--- src/crex_pkg.sv ---
package crex_pkg;
    localparam int IRQ_W = 32;
    localparam int IDX_W = 5;
    localparam int ADDR_W = 32;
    localparam int DATA_W = 32;
    localparam int NUM_CTL = 6;
    localparam int CTL_SEL_W = 3;
    // Control register indices
    localparam logic [2:0] CTL_STATUS = 3'h0;
    localparam logic [2:0] CTL_ESTATUS = 3'h1;
    localparam logic [2:0] CTL_BSTATUS = 3'h2;
    localparam logic [2:0] CTL_IENABLE = 3'h3;
    localparam logic [2:0] CTL_IPENDING = 3'h4;
    localparam logic [2:0] CTL_CPUID = 3'h5;
    // Status field positions
    localparam int ST_GIE_BIT = 0;
    localparam int ST_USER_BIT = 1;
    localparam logic [31:0] STATUS_RST = 32'h0000_0000;
    localparam logic [31:0] IENABLE_RST = 32'h0000_0000;
    // Arbitrary identification value
    localparam logic [31:0] CPUID_VAL = 32'h0000_0001;
    localparam logic [31:0] VEC_NONE = 32'hffff_ffff;
    localparam int VEC_SHIFT = 3;
    // Reset hold timing
    localparam int CLK_MHZ = 50;
    localparam int TAKEN_PERIOD_NS = 320;
    localparam int TAKEN_PERIOD_CYC = (TAKEN_PERIOD_NS * CLK_MHZ) / 1000;
    localparam int CNT_W = 8;
    localparam logic [7:0] CNT_ONE = 8'h01;
    localparam logic [7:0] CNT_ZERO = 8'h00;
endpackage : crex_pkg

--- src/crex_ctrl.sv ---
`timescale 1ns/1ps
// How it works
// - Thirty-two level-sensitive interrupt inputs, sampled
// - Interrupt when enable, request, and mask
// - Software-writable per-line interrupt mask register
// - No hardware priority; nesting allowed
// - All exceptions go to one address
// - Exception address fixed at generation
// - Mul/div trap when hardware absent
// - Global reset acts immediately
// - Local reset drains pipeline first
// - One-cycle done pulse, repeated while held
// - Stay in reset while request held
// - In reset, periodic discarded reset reads
// - Ignore local reset raised under debug; debug in drain or hold has no effect
// - User mode cannot write control registers
// - Vector helper uses priority encoder
// - Helper negative if none or gie low; else 8*index
module crex_ctrl
    import crex_pkg::*;
#(
    parameter logic [ADDR_W-1:0] EXC_ADDR = 32'h0000_0020,
    parameter logic [ADDR_W-1:0] RST_ADDR = 32'h0000_0000,
    parameter bit HAS_MULDIV = 1'b0
) (
    // Clock and reset
    input wire logic core_clk,
    input wire logic rst_n,
    input wire logic clk_en,
    // Interrupt pins
    input wire logic [IRQ_W-1:0] irq,
    // Local reset and debug
    input wire logic reset_req,
    input wire logic debug_hold,
    output logic reset_done,
    output logic in_reset,
    // Pipeline status
    input wire logic pipe_empty,
    input wire logic issue_valid,
    input wire logic issue_muldiv,
    input wire logic issue_trap,
    input wire logic eret,
    // Control register access
    input wire logic ctl_wr,
    input wire logic [CTL_SEL_W-1:0] ctl_sel,
    input wire logic [DATA_W-1:0] ctl_wdata,
    output logic [DATA_W-1:0] ctl_rdata,
    output logic ctl_denied,
    // Exception redirect
    output logic exc_take,
    output logic [ADDR_W-1:0] exc_pc,
    output logic irq_pending,
    // Reset-hold reads
    output logic rst_rd,
    output logic [ADDR_W-1:0] rst_rd_addr,
    input wire logic rst_rd_valid,
    input wire logic [DATA_W-1:0] rst_rd_data,
    // Vector helper
    output logic [DATA_W-1:0] vector_helper_instruction
);
    typedef enum logic [1:0] {CREX_RUN, CREX_DRAIN, CREX_HOLD} crex_state_t;
    crex_state_t state_r;
    logic [IRQ_W-1:0] irq_s1_r;
    logic [IRQ_W-1:0] irq_s2_r;
    logic req_s1_r;
    logic req_s2_r;
    logic dbg_s1_r;
    logic dbg_s2_r;
    logic [DATA_W-1:0] status_r;
    logic [DATA_W-1:0] estatus_r;
    logic [DATA_W-1:0] bstatus_r;
    logic [IRQ_W-1:0] ienable_r;
    logic [IRQ_W-1:0] pending;
    logic [CNT_W-1:0] cnt_r;
    logic hw_irq;
    logic user_mode;
    logic muldiv_exc;
    logic req_act;
    logic exc_take_r;
    logic [DATA_W-1:0] ctl_rdata_r;
    logic ctl_denied_r;
    logic reset_done_r;
    logic rst_rd_r;
    logic discard_r;

    // Pin synchronisers
    always_ff @(posedge core_clk or negedge rst_n) begin
        if (!rst_n) begin
            irq_s1_r <= '0;
            irq_s2_r <= '0;
            req_s1_r <= 1'b0;
            req_s2_r <= 1'b0;
            dbg_s1_r <= 1'b0;
            dbg_s2_r <= 1'b0;
        end else if (clk_en) begin
            irq_s1_r <= irq;
            irq_s2_r <= irq_s1_r;
            req_s1_r <= reset_req;
            req_s2_r <= req_s1_r;
            dbg_s1_r <= debug_hold;
            dbg_s2_r <= dbg_s1_r;
        end
    end

    // Per-line pending gates
    genvar g;
    generate
        for (g = 0; g < IRQ_W; g++) begin : g_pend
            assign pending[g] = irq_s2_r[g] & ienable_r[g];
        end
    endgenerate

    // Any enabled line qualifies, no ranking
    assign hw_irq = status_r[ST_GIE_BIT] && (|pending);
    assign user_mode = status_r[ST_USER_BIT];
    assign muldiv_exc = !HAS_MULDIV && issue_valid && issue_muldiv;
    assign req_act = req_s2_r && !dbg_s2_r;

    // Exception entry, one shared target
    always_ff @(posedge core_clk or negedge rst_n) begin
        if (!rst_n) begin
            exc_take_r <= 1'b0;
        end else if (clk_en) begin
            exc_take_r <= (state_r == CREX_RUN) && issue_valid
                && (hw_irq || muldiv_exc || issue_trap);
        end
    end
    assign exc_take = exc_take_r;
    assign exc_pc = EXC_ADDR;
    assign irq_pending = hw_irq;

    // Status: saved on entry, restored on return
    always_ff @(posedge core_clk or negedge rst_n) begin
        if (!rst_n) begin
            status_r <= STATUS_RST;
            estatus_r <= STATUS_RST;
            bstatus_r <= STATUS_RST;
        end else if (clk_en) begin
            if (state_r == CREX_HOLD) begin
                status_r <= STATUS_RST;
            end else if (exc_take_r) begin
                estatus_r <= status_r;
                status_r <= STATUS_RST;
            end else if (eret) begin
                status_r <= estatus_r;
            end else if (ctl_wr && !user_mode) begin
                case (ctl_sel)
                    CTL_STATUS: status_r <= ctl_wdata;
                    CTL_ESTATUS: estatus_r <= ctl_wdata;
                    CTL_BSTATUS: bstatus_r <= ctl_wdata;
                    default: ;
                endcase
            end
        end
    end

    // Interrupt mask
    always_ff @(posedge core_clk or negedge rst_n) begin
        if (!rst_n) begin
            ienable_r <= IENABLE_RST;
        end else if (clk_en) begin
            if (state_r == CREX_HOLD) begin
                ienable_r <= IENABLE_RST;
            end else if (ctl_wr && !user_mode && ctl_sel == CTL_IENABLE) begin
                ienable_r <= ctl_wdata;
            end
        end
    end

    // Control read port and privilege refusal
    always_ff @(posedge core_clk or negedge rst_n) begin
        if (!rst_n) begin
            ctl_rdata_r <= '0;
            ctl_denied_r <= 1'b0;
        end else if (clk_en) begin
            ctl_denied_r <= ctl_wr && user_mode;
            case (ctl_sel)
                CTL_STATUS: ctl_rdata_r <= status_r;
                CTL_ESTATUS: ctl_rdata_r <= estatus_r;
                CTL_BSTATUS: ctl_rdata_r <= bstatus_r;
                CTL_IENABLE: ctl_rdata_r <= ienable_r;
                CTL_IPENDING: ctl_rdata_r <= pending;
                CTL_CPUID: ctl_rdata_r <= CPUID_VAL;
                default: ctl_rdata_r <= '0;
            endcase
        end
    end
    assign ctl_rdata = ctl_rdata_r;
    assign ctl_denied = ctl_denied_r;

    // Local reset sequencing
    always_ff @(posedge core_clk or negedge rst_n) begin
        if (!rst_n) begin
            state_r <= CREX_RUN;
        end else if (clk_en) begin
            case (state_r)
                CREX_RUN: begin
                    if (req_act) begin
                        state_r <= CREX_DRAIN;
                    end
                end
                CREX_DRAIN: begin
                    if (pipe_empty) begin
                        state_r <= CREX_HOLD;
                    end
                end
                CREX_HOLD: begin
                    if (!req_s2_r) begin
                        state_r <= CREX_RUN;
                    end
                end
                default: state_r <= CREX_RUN;
            endcase
        end
    end
    assign in_reset = (state_r == CREX_HOLD);

    // Hold-period counter: done pulse and reset reads
    always_ff @(posedge core_clk or negedge rst_n) begin
        if (!rst_n) begin
            cnt_r <= CNT_ZERO;
            reset_done_r <= 1'b0;
            rst_rd_r <= 1'b0;
        end else if (clk_en) begin
            reset_done_r <= 1'b0;
            rst_rd_r <= 1'b0;
            if (state_r == CREX_DRAIN && pipe_empty) begin
                cnt_r <= CNT_W'(TAKEN_PERIOD_CYC - 1);
                reset_done_r <= 1'b1;
                rst_rd_r <= 1'b1;
            end else if (state_r == CREX_HOLD && req_s2_r) begin
                if (cnt_r == CNT_ZERO) begin
                    cnt_r <= CNT_W'(TAKEN_PERIOD_CYC - 1);
                    reset_done_r <= 1'b1;
                    rst_rd_r <= 1'b1;
                end else begin
                    cnt_r <= cnt_r - CNT_ONE;
                end
            end else begin
                cnt_r <= CNT_ZERO;
            end
        end
    end
    assign reset_done = reset_done_r;
    assign rst_rd = rst_rd_r;
    assign rst_rd_addr = RST_ADDR;

    // Returned reset-read data is dropped
    always_ff @(posedge core_clk or negedge rst_n) begin
        if (!rst_n) begin
            discard_r <= 1'b0;
        end else if (clk_en) begin
            // Return is only noted; its data has no sink
            discard_r <= rst_rd_valid;
        end
    end

    crex_prio_enc u_enc (
        .core_clk(core_clk),
        .rst_n(rst_n),
        .clk_en(clk_en),
        .pend(pending),
        .gie(status_r[ST_GIE_BIT]),
        .vec_r(vector_helper_instruction)
    );
endmodule : crex_ctrl

--- src/crex_prio_enc.sv ---
`timescale 1ns/1ps
module crex_prio_enc
    import crex_pkg::*;
(
    // Clock and reset
    input wire logic core_clk,
    input wire logic rst_n,
    input wire logic clk_en,
    // Pending view
    input wire logic [IRQ_W-1:0] pend,
    input wire logic gie,
    // Result, registered
    output logic [DATA_W-1:0] vec_r
);
    logic [IDX_W-1:0] idx;
    logic found;
    always_comb begin
        idx = '0;
        found = 1'b0;
        for (int i = IRQ_W - 1; i >= 0; i--) begin
            if (pend[i]) begin
                idx = IDX_W'(i);
                found = 1'b1;
            end
        end
    end
    always_ff @(posedge core_clk or negedge rst_n) begin
        if (!rst_n) begin
            vec_r <= VEC_NONE;
        end else if (clk_en) begin
            if (!found || !gie) begin
                vec_r <= VEC_NONE;
            end else begin
                vec_r <= DATA_W'({idx, VEC_SHIFT'(0)});
            end
        end
    end
endmodule : crex_prio_enc

--- config.mk ---
export PLATFORM = sky130hd
export DESIGN_NAME = crex_ctrl
export DESIGN_NICKNAME = d
export VERILOG_FILES = /design/src/crex_pkg.sv /design/src/crex_ctrl.sv /design/src/crex_prio_enc.sv
export SDC_FILE = /design/constraint.sdc
export NUM_CORES = 1
export LEC_CHECK = 0
export BUFFER_PORTS_ARGS = -buffer_cell sky130_fd_sc_hd__clkbuf_2
export CORE_UTILIZATION = 35
export CTS_CLUSTER_DIAMETER = 40
export DETAILED_ROUTE_END_ITERATION = 12
export PLACE_DENSITY = 0.54
export SETUP_SLACK_MARGIN = 0.02
export SYNTH_ARGS = -nofsm -noshare
export SYNTH_HDL_FRONTEND = slang
export SYNTH_SLANG_ARGS = --single-unit
--- constraint.sdc ---
create_clock -name core_clk -period 2.68 [get_ports core_clk]
set_input_delay 0.402 -clock core_clk [delete_from_list [all_inputs] [get_ports core_clk]]
set_output_delay 0.402 -clock core_clk [all_outputs]
set_load 0.05 [all_outputs]
---- Word-level counts from Yosys, hierarchy flattened ----
Cells that the tools add are included.
word-level totals
  register bits after elaboration ......... 273
  input bits .............................. 111
  logic and storage cells ................. 182
cells by class
  add/subtract/negate cells ............... 1
  eq/ne operators ......................... 11
  mux-type cells .......................... 87
  bitwise logic cells ..................... 35
  reduce and logical (&&, ||, !) cells .... 31
operator list
  cell                                                                number
  32-bit two-way mux                                                  12
  32-bit case mux with 6 select lines                                 1
  5-bit two-way mux                                                   32
  1-bit two-way mux                                                   35
  1-bit bitwise AND                                                   32
  32-bit OR reduction                                                 1
  8-bit two-way mux                                                   3
  1-bit logical AND                                                   10
  8-bit zero test                                                     1
  4-bit nonzero test                                                  2
  8-bit by 1-bit subtractor with 8-bit output, second input constant  1
  3-bit by 2-bit == test with 1-bit output, second input constant     2
  3-bit == test, second input constant                                2
  2-bit two-way mux                                                   3
  2-bit != test, second input constant                                3
  2-bit case mux with 3 select lines                                  1
  6-bit AND reduction                                                 1
  2-bit nonzero test                                                  3
  5-bit AND reduction                                                 1
  1-bit zero test                                                     4
  4-bit AND reduction                                                 1
  3-bit by 1-bit == test with 1-bit output, second input constant     1
  3-bit zero test                                                     1
  1-bit logical OR                                                    3
  7 further kinds                                                     9

---- Depth between registers and ports, before layout ----
  depth after elaboration ................. 36
  mapped depth ............................ 8
  mapped depth without buffers ............ 6

---- Cells and area by module ----
From an unflattened synthesis, not the netlist that was laid out.
unflattened totals
  cells, all modules ...................... 1151
  area total of the unflattened synthesis .. 12472.0 sq um
by module, submodules not included
  module         times used  cells each  area an instance (sq um)  seq. area each (sq um)
  crex_ctrl      1           1043        11634.9                   6030.8
  crex_prio_enc  1           108         837.1                     157.7

---- Worst setup path after synthesis ----
Ideal clock, no wire load.
  path kind ............................... flip-flop to output port
  from .................................... reg ienable_r[11]
  to ...................................... out irq_pending
  data arrival time ....................... 1818 ps
  required time ........................... 2278 ps
  setup slack ............................. 460 ps
  cell stages (with the launch flop) ...... 6
  path through ............................ dfrtp_1 a22o_1 nand2b_4 or4_4 o31ai_4 inv_1
on the way
  cells in the longest elaborated chain, start to end .. 3
RTL lines
  item                    line              source
  from (decl)             crex_ctrl.sv:72   logic [IRQ_W-1:0] ienable_r;
  from (signal assigned)  crex_ctrl.sv:165  ienable_r <= ctl_wdata;
  1-bit bitwise AND       crex_ctrl.sv:109  assign pending[g] = irq_s2_r[g] & ienable_r[g];
  32-bit OR reduction     crex_ctrl.sv:114  assign hw_irq = status_r[ST_GIE_BIT] && (|pending);
  1-bit logical AND       crex_ctrl.sv:114
  to (decl)               crex_ctrl.sv:52   output logic irq_pending,
No other way between the ends.

---- Final worst setup path ----
Same ends and word-level chain as after synthesis.

==> run summary <==
Antenna Violating Nets Remaining -> 0
Initial Utilization -> 0.358
post-detailed-placement cell area -> 13,100 um^2
final worst slack -> -53.7 ps
worst hold path stage count -> 2
Leakage Power -> 6.62 nW
violation count after the first detailed-routing iteration -> 727
vertical extent of the die -> 188 um
CP endpoint kind -> output pin
number of antenna violations at the first check in global routing -> 2
Least-Margin Pin Slew -> 641 ps
count of pins on the block boundary -> 245
post-route fraction of the period consumed by the critical path -> 1.02
Total Routed Length -> 34.6 mm
status -> finished, violations left
standard cell core area -> 33,800 um^2
number of nets in the layout -> 1,320
standard-cell rows -> 67
top cell type by total area after synthesis -> sky130_fd_sc_hd__dfrtp_1
uppermost layer routed -> met4
FF+latch count, synth -> 247
GR Overflow Total -> 0
Met2 Routed Length -> 15.6 mm
hold crit path type -> primary input to flop
worst IR drop on VDD -> 0.604 mV
Gate Count Post-Synth -> 1,060
Bufs on Longest Clock Path -> 3
first-pass GRT wire length -> 53.7 mm
number of search-and-repair iterations in the first detailed-routing pass -> 5
data arrival at the endpoint of the critical path -> 2330 ps
post-route worst hold slack -> 111 ps
Setup crit start kind -> flop
Die Footprint -> 35,300 um^2
via count of the first global-routing pass -> 8,845
GRT Total Usage -> 0.198
worst reg-to-reg path cell count -> 8
Clock Pin Slew Worst Setup and Hold Paths -> 50 ps
data required time of the critical path -> 2280 ps
sequential share of the synthesized area -> 0.512
number of maximum-capacitance constraint violations -> 0
setup repair after global routing missed its margin -> true
cell with the most instances after synthesis -> sky130_fd_sc_hd__dfrtp_1
dominant register cell in the synthesized netlist -> sky130_fd_sc_hd__dfrtp_1
total power density per cell area -> 1170 nW/um^2
count of input and output buffers -> 147
Die W -> 188 um
final setup vio count -> 1
wire per inst -> 20.4 um
failing checks -> negative setup slack
worst flop-to-flop path startpoint -> state_r[1]
Yosys cell types -> 65
Post-synth ARST share -> 1.00
final HPWL from detailed placement -> 23.1 mm
worst slew slack as a fraction of its limit -> 0.573
Mapped Avg Cell Area -> 11.4 um^2
pin count of the biggest net entering global routing -> 83
dominant cells by area after synthesis -> sky130_fd_sc_hd__dfrtp_1 (50%), sky130_fd_sc_hd__mux2_2 (11%), sky130_fd_sc_hd__buf_4 (5.8%)
cell area after layout -> 14,800 um^2
minimum clock period after layout -> 2730 ps
Worst setup startpoint -> ienable_r[11]
hold_sp -> irq[13]
layout overhead on the synthesized area -> 22.5%
count of unresolved DRC violations after routing -> 0
number of synthesized flops with an enable pin -> 0
final hold viol count -> 0
max-slew violation total from the final report -> 0
final-layout fill cell count -> 3,164
clock insertion delay at the later pin of the skew report -> 520 ps
final estimated routing congestion in global placement -> 0.809
Via Count -> 9,056
routed via count divided by cell count -> 5.36
leading post-synthesis cells by instance count -> sky130_fd_sc_hd__dfrtp_1 (241), sky130_fd_sc_hd__mux2_2 (114), sky130_fd_sc_hd__buf_4 (94)
number of clock sinks -> 247
largest fanout on the critical path -> 4
critical path type -> flop to output pin
Synth top area share -> 0.499
met1 wire length -> 15.9 mm
share of layout cells above drive strength 1 -> 0.346
CTS tree -> yes
Setup Skew -> 9.53 ps
H-tree Lvls -> 2
wire length on met3 -> 2.11 mm
Ys Warns -> 0
Post-Syn Area -> 12,100 um^2
number of buffers inserted during clock tree synthesis -> 43
upper clock frequency limit -> 0.366 GHz
cell at the root of the clock tree -> sky130_fd_sc_hd__clkbuf_16
==> per-stage QoR <==
step                utilization  setup WS, ps  TNS [ps]  std cells  total power, mW
finish                    0.439         -53.7     -53.7       1691             17.3
global route              0.438          -170      -170       1690             18.2
CTS                       0.438         -82.2     -82.2       1688             17.4
detailed placement        0.389           177         0       1602             11.3
global placement          0.389           209         0       1602             11.2
floorplan                     -           460         0       1122             9.91
==> cell families (layout without fill, tap and decap cells) <==
| logic type | Yosys count | after routing | synth area share |
|---|---|---|---|
| AO/OA/AOI/OAI | 298 | 298 | 0.176 |
| XOR/XNOR | 5 | 5 | 0.00362 |
| adder cells (fa/ha/maj) | 2 | 2 | 0.00207 |
| buffers and inverters | 171 | 290 | 0.0832 |
| flip-flops | 247 | 247 | 0.512 |
| multiplexers | 163 | 163 | 0.159 |
| other | 2 | 66 | 0.000621 |
| AND/OR/NAND/NOR | 172 | 172 | 0.0638 |
==> layout by cell type, fill, tap and decap left out, types with 45 or more instances in the layout <==
master	n
sky130_fd_sc_hd__clkbuf_2	144
sky130_fd_sc_hd__dfrtp_1	238
sky130_fd_sc_hd__buf_4	46
sky130_fd_sc_hd__nor2_1	73
sky130_fd_sc_hd__clkbuf_16	45
sky130_fd_sc_hd__conb_1	64
sky130_fd_sc_hd__nand2_1	62
sky130_fd_sc_hd__a21oi_1	59
sky130_fd_sc_hd__mux2_2	114
sky130_fd_sc_hd__a22oi_1	51
==> critical path, stage by stage (launching register included) <==
cell and delay, ps:
sky130_fd_sc_hd__dfrtp_1 400, sky130_fd_sc_hd__a22o_1 270, sky130_fd_sc_hd__nand2b_4 150, sky130_fd_sc_hd__or4_4 500, sky130_fd_sc_hd__o31ai_4 220, sky130_fd_sc_hd__inv_2 80, sky130_fd_sc_hd__clkbuf_16 180
==> area by class of cell <==
class / instances / area (um^2) / share of cell area
inverters: 10 / 37.5 / 0.00253
flip-flops and latches: 247 / 6190 / 0.418
multi-input cells: 704 / 5180 / 0.350
well taps: 448 / 561 / 0.0378
clock inverters: 32 / 439 / 0.0296
diodes: 2 / 5.00 / 0.000338
clock buffers: 47 / 1130 / 0.0764
repair buffers: 201 / 1270 / 0.0856
==> final timing paths <==
path                                       to  slack (ps)
worst min-delay path             irq_s1_r[13]         110
max in group asynchronous         status_r[9]        1420
worst max-delay path              irq_pending         -50
min in group asynchronous       bstatus_r[26]         350
worst min register to register  ctl_rdata[23]         480
worst max register to register   status_r[16]         470
==> metal layers <==
| metal | vias up | global-route usage |
|---|---|---|
| met1 | 4524 | 0.283 |
| met4 | 0 | 0.0679 |
| met3 | 74 | 0.0372 |
| li1 | 4086 | - |
| met2 | 372 | 0.299 |
| met5 | - | 0 |
==> sequential cells by signal (all words and copies together), names as in the netlist, 2 cells and up <==
register / cells
bstatus_r: 32
ctl_rdata: 32
state_r: 2
cnt_r: 8
ienable_r: 32
irq_s1_r: 32
estatus_r: 32
u_enc.vec_r: 6
irq_s2_r: 32
status_r: 32
==> report_power, final <==
group | switching (mW) | internal [mW]
Sequential | 1.06 | 4.85
Clock | 2.03 | 3.88
Combinational | 3.41 | 2.05
==> timing repair <==
item                                   4_1_cts  5_1_grt
pin swaps                                    5        4
buffers inserted                             6        1
setup endpoints to repair                    1        1
gates resized for setup                      8        1
hold buffers                                 1        0
endpoints found under the hold margin       35        0
(Power assumes the default switching activity.)
